[src/verilog/samc_pkg.sv]
// Package for the sleep and airplane mode controller: register map, field values, reset values, timing.
// Assumes a 50 MHz system clock and a 32-bit APB slave port.
package samc_pkg;
   localparam logic [11:0] SAMC_CTRL_ADDR    = 12'h000;
   localparam logic [11:0] SAMC_FUN_ADDR     = 12'h004;
   localparam logic [11:0] SAMC_STATUS_ADDR  = 12'h008;
   localparam logic [11:0] SAMC_EVENT_ADDR   = 12'h00c;
   localparam logic [11:0] SAMC_SUPPLY_ADDR  = 12'h010;
   localparam logic [11:0] SAMC_CMDSTAT_ADDR = 12'h014;

   // Control register bit positions.
   localparam int CTRL_SLEEP_EN   = 0;
   localparam int CTRL_APLANE_EN  = 1;
   localparam int CTRL_HSS_POL    = 2;
   localparam int CTRL_SCEN_LSB   = 3;
   localparam int CTRL_RWAKE_EN   = 5;
   localparam int CTRL_PDOWN      = 6;
   // Event register bit positions (write 1 to request).
   localparam int EVT_REPORT      = 0;
   localparam int EVT_USB_DATA    = 1;
   localparam int EVT_RF_CMD      = 2;
   localparam int EVT_VBAT_QUERY  = 3;

   localparam logic [6:0] CTRL_RESET = 7'h00;

   typedef enum logic [1:0] {
      SAMC_SCEN_UART = 2'h0,
      SAMC_SCEN_USB_RWAKE = 2'h1,
      SAMC_SCEN_USB_RI = 2'h2,
      SAMC_SCEN_USB_NOSUSP = 2'h3
   } samc_scen_e;

   localparam logic [2:0] FUN_MIN      = 3'h0;
   localparam logic [2:0] FUN_FULL     = 3'h1;
   localparam logic [2:0] FUN_AIRPLANE = 3'h4;

   typedef enum logic [2:0] {
      SAMC_M_FULL,
      SAMC_M_MIN,
      SAMC_M_AIRPLANE,
      SAMC_M_SLEEP,
      SAMC_M_PDOWN
   } samc_mode_e;

   // Ring indicator pulse width and remote wakeup pulse width.
   localparam int RI_PULSE_NS     = 120000;
   localparam int RI_PULSE_CYC    = RI_PULSE_NS / 20;
   localparam int RWAKE_PULSE_NS  = 2000;
   localparam int RWAKE_PULSE_CYC = RWAKE_PULSE_NS / 20;
endpackage

[src/verilog/samc_bus_if.sv]
// Interface carrying one write strobe with address and write data from the APB slave to the mode core, and read data back.
// Assumes one clock domain; the APB slave drives strobe, address and write data, the core drives read data.
`timescale 1ns/1ps
interface samc_bus_if;
   logic        wr_stb;
   logic [11:0] addr;
   logic [31:0] wdata;
   logic [31:0] rdata;
   modport slave (output wr_stb, output addr, output wdata, input rdata);
   modport core  (input wr_stb, input addr, input wdata, output rdata);
endinterface

[src/verilog/samc_apb_slave.sv]
// APB slave front end: zero wait states, combinational read data, error on unmapped address.
// Assumes the core returns read data combinationally from the address.
`timescale 1ns/1ps
module samc_apb_slave
   import samc_pkg::*;
(
   input  wire logic        mclk_i,
   input  wire logic        sys_rst_i,
   input  wire logic        psel_i,
   input  wire logic        penable_i,
   input  wire logic        pwrite_i,
   input  wire logic [11:0] paddr_i,
   input  wire logic [31:0] pwdata_i,
   output logic             pready_o,
   output logic             pslverr_o,
   output logic [31:0]      prdata_o,
   samc_bus_if.slave        bus
);
   wire access_w = psel_i & penable_i;
   wire mapped_w = (paddr_i[11:2] <= SAMC_CMDSTAT_ADDR[11:2]) && (paddr_i[1:0] == 2'h0);

   assign pready_o  = 1'b1;
   assign pslverr_o = access_w & ~mapped_w;
   assign bus.wr_stb = access_w & pwrite_i & mapped_w;
   assign bus.addr   = paddr_i;
   assign bus.wdata  = pwdata_i;
   assign prdata_o   = mapped_w ? bus.rdata : 32'h0000_0000;
endmodule

[src/verilog/samc_top.sv]
// Sleep, airplane and functionality-level controller of a cellular module, with APB registers.
// Assumes pin inputs are asynchronous and APB is on mclk_i.
`timescale 1ns/1ps
// Summary of operation
// - UART sleep needs enable and DTR high
// - UART sleep wakes on DTR low
// - Pending report pulses ring indicator to host
// - Host sleep sensed with selectable polarity
// - USB sleep needs enable, DTR high, suspend
// - USB data wakes module from sleep
// - Pending report signals USB remote wakeup
// - VBUS restored wakes module
// - Airplane pin low enters airplane when enabled
// - Airplane pin control disabled after reset
// - Function level accepts only 0, 1, 4
// - Minimum mode disables card and RF
// - Airplane disables RF, rejects RF commands
// - Function level leaves positioning untouched
// - Power-down stops software and serial responses
// - Sleep keeps network reception alive unless taken in minimum or airplane level
// - Battery query reports baseband supply voltage
// - DTR pulled up, open counts high
module samc_top
   import samc_pkg::*;
(
   input  wire logic        mclk_i,
   input  wire logic        sys_rst_i,
   input  wire logic        psel_i,
   input  wire logic        penable_i,
   input  wire logic        pwrite_i,
   input  wire logic [11:0] paddr_i,
   input  wire logic [31:0] pwdata_i,
   output logic             pready_o,
   output logic             pslverr_o,
   output logic [31:0]      prdata_o,
   input  wire logic        dtr_i,
   input  wire logic        dtr_drv_i,
   input  wire logic        airplane_req_n_i,
   input  wire logic        airplane_req_drv_i,
   input  wire logic        host_sleep_sense_i,
   input  wire logic        usb_suspend_i,
   input  wire logic        bus_power_detect_i,
   input  wire logic [11:0] baseband_supply_i,
   output logic             ri_o,
   output logic             usb_rwake_o,
   output logic             rf_en_o,
   output logic             card_en_o,
   output logic             gnss_en_o,
   output logic             sleep_o,
   output logic             serial_en_o,
   output logic             net_rx_en_o
);
   samc_bus_if bus ();

   samc_apb_slave u_apb (
      .mclk_i    (mclk_i),
      .sys_rst_i (sys_rst_i),
      .psel_i    (psel_i),
      .penable_i (penable_i),
      .pwrite_i  (pwrite_i),
      .paddr_i   (paddr_i),
      .pwdata_i  (pwdata_i),
      .pready_o  (pready_o),
      .pslverr_o (pslverr_o),
      .prdata_o  (prdata_o),
      .bus       (bus)
   );

   // Two-flop synchronisers for all pin levels; the pad pull-ups are modelled by the drive flags.
   // Reset values sit at the idle levels of DTR, airplane and bus power, with suspend high and host sense low;
   // sleep is disabled after reset, so the two cycles after reset show no false wake and no false sleep entry.
   logic [4:0] sync1_r;
   logic [4:0] sync2_r;
   wire  [4:0] pins_w;
   // An undriven DTR or airplane pin reads high, as the pad pull-up would make it.
   assign pins_w = {bus_power_detect_i, usb_suspend_i, host_sleep_sense_i,
                    airplane_req_n_i | ~airplane_req_drv_i, dtr_i | ~dtr_drv_i};
   always_ff @(posedge mclk_i or posedge sys_rst_i) begin
      if (sys_rst_i) begin
         sync1_r <= 5'h1b;
         sync2_r <= 5'h1b;
      end else begin
         sync1_r <= pins_w;
         sync2_r <= sync1_r;
      end
   end
   wire dtr_w     = sync2_r[0];
   wire aplane_n_w = sync2_r[1];
   wire hss_w     = sync2_r[2];
   wire susp_w    = sync2_r[3];
   wire vbus_w    = sync2_r[4];

   // Registers.
   logic [6:0]  ctrl_r;
   logic [2:0]  fun_r;
   logic        fun_err_r;
   logic        rf_rej_r;
   logic        rf_acc_r;
   logic [11:0] supply_r;
   logic        report_pend_r;
   logic        usb_data_r;
   samc_mode_e  mode_r;
   samc_mode_e  mode_nxt;

   wire wr_ctrl = bus.wr_stb && bus.addr == SAMC_CTRL_ADDR;
   wire wr_fun  = bus.wr_stb && bus.addr == SAMC_FUN_ADDR;
   wire wr_evt  = bus.wr_stb && bus.addr == SAMC_EVENT_ADDR;
   wire fun_ok  = bus.wdata[2:0] == FUN_MIN || bus.wdata[2:0] == FUN_FULL
                  || bus.wdata[2:0] == FUN_AIRPLANE;
   wire fun_legal = fun_ok && bus.wdata[31:3] == 29'h0;
   wire pdown_w = mode_r == SAMC_M_PDOWN;

   wire        sleep_en_w = ctrl_r[CTRL_SLEEP_EN];
   wire        aplane_en_w = ctrl_r[CTRL_APLANE_EN];
   samc_scen_e scen_w;
   assign scen_w = samc_scen_e'(ctrl_r[CTRL_SCEN_LSB +: 2]);
   // Host asleep when the sense pin matches the configured active level.
   wire host_asleep_w = hss_w == ctrl_r[CTRL_HSS_POL];

   wire aplane_pin_w = aplane_en_w & ~aplane_n_w;
   wire in_airplane_w = fun_r == FUN_AIRPLANE || aplane_pin_w;

   // Sleep entry and wake conditions per scenario.
   wire uart_w   = scen_w == SAMC_SCEN_UART;
   wire nosusp_w = scen_w == SAMC_SCEN_USB_NOSUSP;
   wire enter_w  = sleep_en_w & dtr_w & (uart_w
                   | (nosusp_w & ~vbus_w)
                   | (~uart_w & ~nosusp_w & susp_w));
   wire wake_w   = (uart_w & ~dtr_w)
                   | (nosusp_w & vbus_w)
                   | (~uart_w & ~nosusp_w & usb_data_r)
                   | ~sleep_en_w;

   // Level the controller settles in outside sleep and power-down. Waking goes straight to it, so
   // a sleep taken in minimum or airplane level never lets RF on for a cycle on the way out.
   samc_mode_e level_w;
   assign level_w = (fun_r == FUN_MIN) ? SAMC_M_MIN
                    : (in_airplane_w ? SAMC_M_AIRPLANE : SAMC_M_FULL);

   // Single mode register; all pin outputs except ri_o and usb_rwake_o derive from it in one edge.
   // Limitation: a power-down request made while asleep takes effect after the next wake.
   always_comb begin
      mode_nxt = mode_r;
      unique case (mode_r)
         SAMC_M_PDOWN: mode_nxt = SAMC_M_PDOWN;
         SAMC_M_SLEEP: begin
            if (wake_w) begin
               mode_nxt = level_w;
            end
         end
         default: begin
            if (ctrl_r[CTRL_PDOWN]) begin
               mode_nxt = SAMC_M_PDOWN;
            end else if (enter_w) begin
               mode_nxt = SAMC_M_SLEEP;
            end else if (fun_r == FUN_MIN) begin
               mode_nxt = SAMC_M_MIN;
            end else if (in_airplane_w) begin
               mode_nxt = SAMC_M_AIRPLANE;
            end else begin
               mode_nxt = SAMC_M_FULL;
            end
         end
      endcase
   end

   always_ff @(posedge mclk_i or posedge sys_rst_i) begin
      if (sys_rst_i) begin
         mode_r <= SAMC_M_FULL;
      end else begin
         mode_r <= mode_nxt;
      end
   end

   // Power-down only leaves through system reset, so software writes are ignored there.
   always_ff @(posedge mclk_i or posedge sys_rst_i) begin
      if (sys_rst_i) begin
         ctrl_r    <= CTRL_RESET;
         fun_r     <= FUN_FULL;
         fun_err_r <= 1'b0;
      end else if (!pdown_w) begin
         if (wr_ctrl) begin
            ctrl_r <= bus.wdata[6:0];
         end
         if (wr_fun) begin
            if (fun_legal) begin
               fun_r <= bus.wdata[2:0];
            end
            fun_err_r <= ~fun_legal;
         end
      end
   end

   // Command events: RF commands, battery query, report and USB traffic.
   wire evt_rf   = wr_evt & bus.wdata[EVT_RF_CMD] & ~pdown_w;
   wire evt_vbat = wr_evt & bus.wdata[EVT_VBAT_QUERY] & ~pdown_w;
   wire rf_block = in_airplane_w || fun_r == FUN_MIN;
   always_ff @(posedge mclk_i or posedge sys_rst_i) begin
      if (sys_rst_i) begin
         rf_rej_r <= 1'b0;
         rf_acc_r <= 1'b0;
         supply_r <= 12'h000;
      end else begin
         if (evt_rf) begin
            rf_rej_r <= rf_block;
            rf_acc_r <= ~rf_block;
         end
         if (evt_vbat) begin
            supply_r <= baseband_supply_i;
         end
      end
   end

   // Report pending flag: set wins over clear on the same edge.
   // A report raised while the host is awake goes out over the link as usual,
   // so the flag clears without a wake pulse.
   logic [12:0] pulse_cnt_r;
   wire pulse_done_w = pulse_cnt_r == 13'h0001;
   wire use_rwake_w  = scen_w == SAMC_SCEN_USB_RWAKE && ctrl_r[CTRL_RWAKE_EN];
   wire start_w      = report_pend_r && host_asleep_w && pulse_cnt_r == 13'h0000 && !pdown_w;
   always_ff @(posedge mclk_i or posedge sys_rst_i) begin
      if (sys_rst_i) begin
         report_pend_r <= 1'b0;
         usb_data_r    <= 1'b0;
      end else begin
         if (wr_evt && bus.wdata[EVT_REPORT]) begin
            report_pend_r <= 1'b1;
         end else if (start_w || (report_pend_r && !host_asleep_w)) begin
            report_pend_r <= 1'b0;
         end
         if (wr_evt && bus.wdata[EVT_USB_DATA]) begin
            usb_data_r <= 1'b1;
         end else if (mode_r != SAMC_M_SLEEP) begin
            usb_data_r <= 1'b0;
         end
      end
   end

   // Wake pulse to the host: ring indicator, or remote wakeup when supported.
   // Only one pulse runs at a time; a report raised during a pulse waits until
   // the counter is back at zero, which keeps the two wake signals exclusive.
   always_ff @(posedge mclk_i or posedge sys_rst_i) begin
      if (sys_rst_i) begin
         pulse_cnt_r <= 13'h0000;
         ri_o        <= 1'b1;
         usb_rwake_o <= 1'b0;
      end else if (start_w) begin
         pulse_cnt_r <= use_rwake_w ? 13'(RWAKE_PULSE_CYC) : 13'(RI_PULSE_CYC);
         ri_o        <= use_rwake_w;
         usb_rwake_o <= use_rwake_w;
      end else if (pulse_cnt_r != 13'h0000) begin
         pulse_cnt_r <= pulse_cnt_r - 13'h0001;
         if (pulse_done_w) begin
            ri_o        <= 1'b1;
            usb_rwake_o <= 1'b0;
         end
      end
   end

   // Outputs follow the mode register. Positioning stays on in every level.
   always_ff @(posedge mclk_i or posedge sys_rst_i) begin
      if (sys_rst_i) begin
         rf_en_o     <= 1'b0;
         card_en_o   <= 1'b0;
         gnss_en_o   <= 1'b0;
         sleep_o     <= 1'b0;
         serial_en_o <= 1'b0;
         net_rx_en_o <= 1'b0;
      end else begin
         rf_en_o     <= mode_nxt == SAMC_M_FULL
                        || (mode_nxt == SAMC_M_SLEEP && !rf_block);
         card_en_o   <= mode_nxt != SAMC_M_MIN && mode_nxt != SAMC_M_PDOWN
                        && fun_r != FUN_MIN;
         gnss_en_o   <= mode_nxt != SAMC_M_PDOWN;
         sleep_o     <= mode_nxt == SAMC_M_SLEEP;
         serial_en_o <= mode_nxt != SAMC_M_PDOWN;
         net_rx_en_o <= mode_nxt == SAMC_M_FULL
                        || (mode_nxt == SAMC_M_SLEEP && !rf_block);
      end
   end

   // Read mux; in power-down the slave still answers but returns zeros.
   logic [31:0] rd_w;
   always_comb begin
      rd_w = 32'h0000_0000;
      if (!pdown_w) begin
         unique case (bus.addr)
            SAMC_CTRL_ADDR:    rd_w = {25'h0, ctrl_r};
            SAMC_FUN_ADDR:     rd_w = {28'h0, fun_err_r, fun_r};
            SAMC_STATUS_ADDR:  rd_w = {22'h0, vbus_w, susp_w, hss_w, aplane_n_w, dtr_w,
                                       host_asleep_w, 1'b0, mode_r};
            SAMC_SUPPLY_ADDR:  rd_w = {20'h0, supply_r};
            SAMC_CMDSTAT_ADDR: rd_w = {29'h0, report_pend_r, rf_acc_r, rf_rej_r};
            default:           rd_w = 32'h0000_0000;
         endcase
      end
   end
   assign bus.rdata = rd_w;
endmodule
[config.mk]
export PLATFORM = sky130hd
export DESIGN_NAME = samc_top
export DESIGN_NICKNAME = d
export VERILOG_FILES = /design/src/verilog/samc_pkg.sv /design/src/verilog/samc_bus_if.sv /design/src/verilog/samc_apb_slave.sv /design/src/verilog/samc_top.sv
export SDC_FILE = /design/constraint.sdc
export NUM_CORES = 1
export LEC_CHECK = 0
export ABC_AREA = 1
export BUFFER_PORTS_ARGS = -buffer_cell sky130_fd_sc_hd__buf_4
export CAP_MARGIN = 20
export CORE_AREA = 2 2 106 97
export DETAILED_ROUTE_END_ITERATION = 16
export DIE_AREA = 0 0 108 99
export PLACE_DENSITY = 0.68
export RECOVER_POWER = 50
export SLEW_MARGIN = 0
export SYNTH_ARGS = -nofsm -noshare
export SYNTH_HDL_FRONTEND = slang
export SYNTH_SLANG_ARGS = --single-unit
[constraint.sdc]
create_clock -name mclk_i -period 4.12 [get_ports mclk_i]
set_input_delay 0.206 -clock mclk_i [delete_from_list [all_inputs] [get_ports mclk_i]]
set_output_delay 0.206 -clock mclk_i [all_outputs]
set_load 0.03 [all_outputs]
# ---- Word-level counts from Yosys, hierarchy flattened
# Cells that the tools add are included.
dict set report totals {
  out_inout_bits 42
  wordCells 138
  regBits 59
}
dict set report classes {
  bitwise 36
  mux 22
  n_eq_ne 18
  n_addsub 1
  n_reduce_logical 42
  order_cmp 1
}
# operator n
set ops {}
lappend ops {{$pmux 12 s5} 1}
lappend ops {{$mux 13} 3}
lappend ops {{$logic_not 29->1} 1}
lappend ops {{$eq 12x4->1 const B} 2}
lappend ops {{$eq 12x5->1 const B} 2}
lappend ops {{$mux 12} 2}
lappend ops {{$and 1x1->1} 17}
lappend ops {{$logic_and 1x1->1} 15}
lappend ops {{$eq 13x1->1 const B} 1}
lappend ops {{$logic_not 13->1} 1}
lappend ops {{$reduce_bool 13->1} 1}
lappend ops {{$sub 13x1->13 const B} 1}
lappend ops {{$eq 12x3->1 const B} 1}
lappend ops {{$logic_not 12->1} 1}
lappend ops {{$not 1->1} 12}
lappend ops {{$le 10x3->1 const B} 1}
lappend ops {{$mux 1} 10}
lappend ops {{$eq 3x3->1 const B} 3}
lappend ops {{$logic_not 3->1} 3}
lappend ops {{$reduce_bool 2->1} 4}
lappend ops {{$or 1x1->1} 7}
lappend ops {{$eq 3x2->1 const B} 2}
lappend ops {{$logic_or 1x1->1} 6}
lappend ops {{$mux 2} 3}
lappend ops {{other kinds (14)} 20}

# ---- Logic depth before layout (Yosys ltp)
# Gate-level depths: netlist of run 1.
dict set report logic_depth {
  ltp_word 12
  mapped_depth 11
  ltp_nobuf 11
}

# ---- Hierarchy
# A second synthesis of run 1 with hierarchy kept.
dict set report unflattened {
  cells_unflattened 565
  hier_area_um2 4221.5
}
# mod instances area_each_um2 seq_area_each_um2 cells_per_inst
set by_module_without_submodules {}
lappend by_module_without_submodules {samc_top 1 3468.3 1488.9 439}
lappend by_module_without_submodules {samc_apb_slave 1 753.2 0.0 126}

# ---- Worst setup path after synthesis of run 1
# OpenSTA, ideal clock, no wires.
dict set report synth_path {
  path_kind {input port to output port}
  start {input paddr_i[4]}
  end {output prdata_o[0]}
  required_time_ns 3.914
  path_slack_ns 2.464
  stages 7
  t_arrival_ns 1.450
  cell_sequence {buf_6 -> inv_2 -> o21ai_2 -> nor3_1 -> nand2_1 -> o21bai_2 -> nor2_1}
}
dict set report synth_between {
  elab_chain_cells 4
  elab_cells_between_ends 10
  cone_classes {1 x order compare; 4 x eq/ne; 3 x mux; 2 x reduce/logical}
}
# item line_no
set synth_rtl {}
lappend synth_rtl {{from (decl)} samc_top.sv:31} ;# input wire logic [11:0] paddr_i,
lappend synth_rtl {{$eq 12x5->1, or another cell as far along} samc_top.sv:287} ;# unique case (bus.addr)
lappend synth_rtl {{$pmux 12 s5} samc_top.sv:287}
lappend synth_rtl {{$mux 12} samc_top.sv:286} ;# if (!pdown_w) begin
lappend synth_rtl {{$mux 12 (*)} samc_apb_slave.sv:27} ;# assign prdata_o = mapped_w ? bus.rdata : 32'h0000_0000;
lappend synth_rtl {{to (decl)} samc_top.sv:35} ;# output logic [31:0] prdata_o,
# Every way passes the cells marked *; elsewhere a longest branch is shown, timed or not.

# ---- Final worst setup path of run 1
dict set report layout_path {
  start {register mode_r[1]}
  end {output prdata_o[9]}
}
dict set report layout_between {
  elab_chain_cells 3
}
# item line_no
set layout_rtl {}
lappend layout_rtl {{from (decl)} samc_top.sv:102} ;# samc_mode_e mode_r;
lappend layout_rtl {{from (signal assigned)} samc_top.sv:171} ;# mode_r <= mode_nxt;
lappend layout_rtl {{$eq 3x3->1} samc_top.sv:111} ;# wire pdown_w = mode_r == SAMC_M_PDOWN;
lappend layout_rtl {{$mux 12} samc_top.sv:286}
lappend layout_rtl {{$mux 12} samc_apb_slave.sv:27}
# No other way between the ends.

==> summary.md, run 1 <==
| Metric | Value |
|---|---|
| Vias per Instance | 4.581 |
| Slew margin rel. | 50.94% |
| Post-synthesis cell count | 487 |
| Layout area overhead | 25.60% |
| Warnings, synthesis | 0 |
| Max Root-Sink Buffers | 2 |
| Max-slew violations | 0 |
| Critical path launch point type | flip-flop |
| Wire per inst | 12.13 um |
| Initial antenna violation count | 0 |
| TritonCTS buffer count | 9 |
| Ranking of synthesized cells by area | dfrtp_1 34%, nand2_1 16%, nor2_1 7.7% |
| Top Ports | 110 |
| Final #Nets | 655 |
| RePlAce Congestion | 0.9074 |
| Highest ir drop seen on vdd | 190.0 uV |
| Post-synth top cells | 148 x nand2_1, 73 x nor2_1, 50 x inv_1 |
| Crit-path cells | nor2_1 > nand2_1 > nand2_1 > o21bai_2 > nor2_1 > buf_4 |
| Residual DRC | 0 |
| Pre-antenna DRT Iters | 4 |
| Leak Pwr | 2.498 nW |
| Hold_buf cts | 5 |
| Clk slew on worst S/H paths | 0.06 ns |
| Async set or reset register ratio after synthesis | 100.0% |
| Mapped cell area | 3568 um2 |
| Number of max-cap violations | 0 |
| Worst-path cell with the longest stage delay | dfrtp_1 |
| Clock skew | 0.008882 ns |
| Synth area leader | dfrtp_1 |
| Vias after detailed routing | 3262 |
| Seq/Total Area, Yosys | 41.73% |
| Worst skew pair latency | 0.34 ns |
| Clk sinks | 59 |
| Crit path kind | flip-flop to output port |
| Hold Crit Class | input port to flip-flop |
| DRT iter0 DRCs | 226 |
| Final hold violations | 0 |
| Postcts setup bufs | 0 |
| CTS tree | built |
| Hold_ws | 0.04361 ns |
| CP Capture Type | output port |
| Ant. Diodes | 0 |
| Avg Inst Size Synth | 7.327 um2 |
| Starting Density | 37.28% |
| CTS resizes | 0 |
| Core area | 9572 um2 |
| Worst EP arrival | 1.90 ns |
| Setup TNS | 0 ns |
| Synth Flop Type | dfrtp_1 |
| Place WS | 2.079 ns |
| Die ar. | 10690 um2 |
| Most frequent cell after synthesis | nand2_1 |
| Vias in the first global route | 3166 |
| Number of flops mapped to enable cells by yosys | 0 |
| Cell Pwr Density | 277.6 nW/um2 |
| Final setup viols | 0 |
| Delay-heaviest family, CP | simple AND/OR/NAND/NOR gates |
| Crit path buffers/inverters | 1 |
| Outcome | complete, no violations |
| Yosys top cell area share | 34.36% |
| Die height | 99 um |
| Final worst-path cycle share | 51.05% |
| Total GRT Usage | 17.69% |
| Layout cells sized above 1 | 23.55% |
| Yosys reg bits | 59 |
| H-tree depth | 3 |
| WP data required | 3.91 ns |
| Tightest Pin Transition | 0.7359 ns |
| Fmax | 475.4 MHz |
| CTS root buf | clkbuf_8 |
| Critical path fanouts, max | 10 |
| PortBufs | 88 |
| Post-route ant nets | 0 |
| FP Rows | 34 |
| Global-route wire length before repair | 14980 um |
| Fin worst setup slack | 2.017 ns |
| Post-synthesis cell type count | 33 |
| Minimum clock period | 2.103 ns |
| Largest net degree at the start of global routing | 60 |
| Final WL | 8635 um |
| Overall Power | 1.244 mW |
| Worst stage delay on the critical path | 0.40 ns |
| RSZ-0062 raised after global routing | no |
| Die W | 108 um |
| Gr ovfl total | 0 |
| HPWL Detailed | 6681 um |
## worst reg2reg max path, stage by stage (launching register included)
cell and delay [ns]:
dfrtp_1 0.40, nor2_1 0.07, nand2_1 0.25, inv_2 0.13, nor2_4 0.45, nand2_1 0.34, nand2_1 0.13, o21ai_1 0.07
## area by class of cell
cell class	instances	area, um2
clock buffers	14	162.7
clock inverters	2	35.03
fillers	973	5090
inverters	54	202.7
multi-input cells	363	1717
flip-flops and latches	59	1489
well taps	126	157.7
repair buffers	94	718.2
## final timing paths
check                      startpoint           to  slack (ns)  depth (start not counted)
max                         mode_r[1]  prdata_o[9]        2.02                          6
max reg2reg                 mode_r[1]    ctrl_r[6]        2.18                          7
max in group asynchronous   sys_rst_i  serial_en_o        3.55                          3
min reg2reg                sync1_r[3]   sync2_r[3]        0.36                          0
min                             dtr_i   sync1_r[0]        0.04                          3
min in group asynchronous   sys_rst_i  usb_rwake_o        0.08                          3
## metal layers
metal	up-vias	track usage, %	routed length (um)
li1	1673	-	-
met1	1465	23.68	3740
met2	114	28.93	4241
met3	10	4.960	590
met4	0	3.254	62
met5	-	0	0
## power by group
group          internal (mW)  switching [mW]  total [mW]
clock                  0.312           0.222       0.535
sequential             0.588         0.00290       0.591
combinational         0.0513          0.0675       0.119
## layout by cell type, fill, tap and decap left out, drive strengths merged, types with 13 or more instances in the layout
master	n
nor2	80
inv	54
conb	21
nand4	17
dfrtp	49
nand3	43
nand2	155
buf	83
clkbuf	20
o21ai	13
## flip-flops by register name, indices dropped and copies added, names as in the netlist, 3 cells and up
signal       flops
ctrl_r           7
fun_r            3
mode_r           3
pulse_cnt_r     13
supply_r        12
sync1_r          5
sync2_r          5
## metrics by stage
step,instances,utilization [%],instance area (um2)
after floorplan,506,-,3640
after global placement,691,44.24,4234
after detailed placement,691,44.24,4234
after CTS,712,46.82,4482
after global routing,712,46.82,4482
final,712,46.82,4482
## cell families after synthesis
kind of cell | Yosys count | share of synthesized area (%)
adders and majority gates | 6 | 2.104
xor gates and xnor gates | 5 | 1.227
AOI/OAI and AO/OA | 26 | 4.208
DFF | 59 | 41.73
and+or+nand+nor | 305 | 38.36
other | 2 | 0.2105
buffers and inverters | 84 | 12.17
(Power assumes the default switching activity.)
==> run 2, diff against run 1 <==
Settings changed: ABC_AREA 1 to 0, CORE_AREA 2 2 106 97 to 2 2 100 93, DIE_AREA 0 0 108 99 to 0 0 102 95, PLACE_DENSITY 0.68 to 0.72.
Clock period 4.12 ns to 1.8 ns, I/O delays scaled along.
==> run 2 against run 1 <==
  * The flow now finishes with violations (setup timing)
  * Cell count shrank 21%
  * Via count fell by 14%
  * Combinational power rose to 7.9 times the previous value
  * Non-clock buffer count increased by 43
  * Final area is 6.1% higher
  * Register-to-register slack worse by 2.1 ns
  * Critical path depth unchanged
  * First-iteration DRC count down 44%
  * Area after synthesis down 10%
  * Die area fell by 9.4%
  * Sequential cell count stayed put
  * Global-route usage up 0.60 points
  * Critical path type unchanged
  * Critical endpoint is now prdata_o[3]
==> summary.md, run 2 <==
| Metric | Value |
|---|---|
| FP Rows | 33 (was 34) |
| Gr ovfl total | 0 (unchanged) |
| Crit path launch | mode_r[2] (was mode_r[1]) |
| TritonCTS buffer count | 9 (unchanged) |
| Vias after detailed routing | 2808 (was 3262) |
| Hold Crit Class | input port to flip-flop (unchanged) |
| Clock skew | 0.005208 ns (was 0.008882 ns) |
| Power share of the combinational group | 23.5% (was 9.6%) |
| Leak Pwr | 2.273 nW (was 2.498 nW) |
| Total GRT Usage | 18.30% (was 17.69%) |
| Global-route wire length before repair | 13330 um (was 14980 um) |
| Clk sinks | 59 (unchanged) |
| HPWL Detailed | 6262 um (was 6681 um) |
| Sequential power share | 42.5% (was 47.5%) |
| Synth area leader | dfrtp_1 (unchanged) |
| Slew margin rel. | 5.266% (was 50.94%) |
| Largest register FFs | 13 (unchanged) |
| Final #Nets | 510 (was 655) |
| Commonest non-fill, non-tap cell in the layout | buf_4 (was nand2_1) |
| Crit path kind | flip-flop to output port (unchanged) |
| Yosys top cell area share | 38.22% (was 34.36%) |
| Highest ir drop seen on vdd | 498.4 uV (was 190.0 uV) |
| Post-route ant nets | 0 (unchanged) |
| Seq/Total Area, Yosys | 46.41% (was 41.73%) |
| Psw | 1.206 mW (was 292.8 uW) |
| CP Capture Type | output port (unchanged) |
| Fin worst setup slack | -0.09187 ns (was 2.017 ns) |
| Tightest Pin Transition | 1.421 ns (was 0.7359 ns) |
| Fill cells | 748 (was 973) |
| Most frequent cell after synthesis | dfrtp_1 (was nand2_1) |
| Starting Density | 36.65% (was 37.28%) |
| RePlAce Congestion | 0.8384 (was 0.9074) |
| Final Util | 54.33% (was 46.82%) |
| Max Root-Sink Buffers | 2 (unchanged) |
| Die ar. | 9690 um2 (was 10690 um2) |
| Synth Flop Type | dfrtp_1 (unchanged) |
| CTS tree | built (unchanged) |
| Cell Pwr Density | 843.3 nW/um2 (was 277.6 nW/um2) |
| Avg Inst Size Synth | 10.77 um2 (was 7.327 um2) |
| Largest registers | pulse_cnt_r: 13 flops, supply_r: 12 flops, ctrl_r: 7 flops (unchanged) |
| DRT iter0 DRCs | 127 (was 226) |
| Fmax | 528.6 MHz |
| Vias per Instance | 4.988 (was 4.581) |
| Ant. Diodes | 0 (unchanged) |
| Worst flop-to-flop path startpoint | mode_r[2] (was mode_r[1]) |
| CTS root buf | clkbuf_8 (unchanged) |
| Initial antenna violation count | 0 (unchanged) |
| WP data required | 1.71 ns (was 3.91 ns) |
| Max-slew violations | 0 (unchanged) |
| Mapped cell area | 3208 um2 (was 3568 um2) |
| Final WL | 8606 um (was 8635 um) |
| Final setup viols | 10 (was 0) |
| Reg with most FFs | pulse_cnt_r (unchanged) |
| Multi-input logic area | 1700 um2 (was 1717 um2) |
| Residual DRC | 0 (unchanged) |
| RSZ-0062 raised after global routing | yes (was no) |
| Storage element area | 1489 um2 (unchanged) |
| Worst skew pair latency | 0.34 ns (about the same) |
| Vias in the first global route | 2771 (was 3166) |
| Switching share of total power | 30.06% (was 23.53%) |
| Internal Power | 2.805 mW (was 951.3 uW) |
| Critical path launch point type | flip-flop (unchanged) |
| Minimum clock period | 1.892 ns |
| Ranking of synthesized cells by area | dfrtp_1 38%, mux2_2 9.5%, dfstp_2 8.2% (was dfrtp_1 34%, nand2_1 16%, nor2_1 7.7%) |
| Layout area overhead | 48.24% (was 25.60%) |
| Layout cells sized above 1 | 44.44% (was 23.55%) |
| Final hold violations | 0 (unchanged) |
| Final worst-path cycle share | 105.1% |
| Clk slew on worst S/H paths | 0.06 ns (about the same) |
| Core area | 8753 um2 (was 9572 um2) |
| Critical path fanouts, max | 4 (was 10) |
| Post-synth top cells | 49 x dfrtp_1, 27 x mux2_2, 23 x buf_4 (was 148 x nand2_1, 73 x nor2_1, 50 x inv_1) |
| Violated checks | setup timing |
| Top Ports | 110 (unchanged) |
| Clock Power Share | 34.0% (was 43.0%) |
| H-tree depth | 3 (unchanged) |
| Number of flops mapped to enable cells by yosys | 0 (unchanged) |
| Outcome | complete, but fails checks (was complete, no violations) |
| Yosys reg bits | 59 (unchanged) |
| Number of max-cap violations | 0 (unchanged) |
| Largest net degree at the start of global routing | 60 (unchanged) |
| Pre-antenna DRT Iters | 4 (unchanged) |
| Die W | 102 um (was 108 um) |
| Die height | 95 um (was 99 um) |
| Worst EP arrival | 1.80 ns (was 1.90 ns) |
| Wire per inst | 15.29 um (was 12.13 um) |
| Commonest non-fill, non-tap cells in the layout | 99 x buf_4, 49 x dfrtp_1, 27 x mux2_2 (was 148 x nand2_1, 83 x buf_4, 73 x nor2_1) |
| PortBufs | 88 (unchanged) |
| Post-synthesis cell count | 298 (was 487) |
| Warnings, synthesis | 0 (unchanged) |
| Hold path start | pwdata_i[0] (was dtr_i) |
| Async set or reset register ratio after synthesis | 100.0% (unchanged) |
| Post-synthesis cell type count | 60 (was 33) |
| Setup TNS | -0.7043 ns (was 0 ns) |
[run 2: cell types whose count changed in the layout (fill, tap and decap cells not counted), moves of 16 or more]
cell	delta
nand3_1	-34
inv_1	-37
buf_4	+16
nand2_1	-139
mux2_2	+27
nor2_1	-57
dlygate4sd3_1	+18
[run 2: power groups by stage]
stage / Combinational [mW] / Clock (mW) / Sequential [mW]
global route: 1.06 / 1.45 / 1.72
CTS: 0.933 / 1.39 / 1.67
detailed placement: 0.888 / 0 / 1.70
finish: 0.944 / 1.36 / 1.70
floorplan: 0.598 / 0 / 1.65
global placement: 0.858 / 0 / 1.68
[run 2: area by class of cell]
class	count	share of cell area, %
clock inverter	5	1.579
multi-input combinational	216	35.75
tap	122	3.210
timing repair buffer	137	23.94
inverter	13	1.026
sequential	59	31.31
clock buffer	11	3.183
[run 2: metrics by stage]
stage / cells / instance area (um2) / hold WS [ns] / setup slack (ns) / power (mW)
after floorplan: 317 / 3342 / 0.09448 / 0.01443 / 2.252
after global placement: 523 / 4164 / 0.1804 / -0.1039 / 2.537
after detailed placement: 523 / 4164 / 0.1826 / -0.1550 / 2.583
after CTS: 563 / 4711 / 0.01690 / -0.1619 / 3.992
after global routing: 563 / 4756 / 0.01199 / -0.1830 / 4.222
final: 563 / 4756 / 0.02975 / -0.09187 / 4.010
[run 2: metal layers]
layer	up-vias	share of wire (%)	track usage, %
met5	-	0	0
met4	0	1.8	6.556
met3	17	7.6	6.144
met2	116	49	30.54
met1	1350	41	22.04
li1	1325	-	-
[run 2: kinds of logic (layout without fill, tap and decap cells)]
logic type,after synthesis,count (layout),synth area share (%)
other cells,2,21,0.2341
mux,33,33,11.35
simple gates,98,98,19.15
fa+ha+maj,6,6,2.340
xor+xnor,8,8,2.184
buf+inv,42,166,7.878
compound gates,50,50,10.45
flops,59,59,46.41
[run 2: final timing paths]
path | to | slack (ns) | cells past startpoint
setup / recovery | prdata_o[3] | -0.09 | 6
hold / removal | report_pend_r | 0.03 | 2
setup reg to reg | ctrl_r[4] | 0.11 | 4
hold reg to reg | sync2_r[0] | 0.36 | 0
max in group asynchronous | serial_en_o | 0.17 | 4
min in group asynchronous | pulse_cnt_r[10] | 0.80 | 4
[run 2: repair_timing]
action,4_1_cts,5_1_grt
buffers inserted,2,0
pin swaps,7,4
setup endpoints to repair,12,32
resized for setup,21,14
hold buffers,23,0
hold endpoints to repair,69,0
[run 2: worst max-delay path, cell delays in order, from the launching register on]
cell	delay, ns
dfrtp_1	0.38
nor3b_4	0.16
nor4_4	0.13
buf_4	0.18
nand2_1	0.15
nor4b_4	0.26
buf_4	0.20
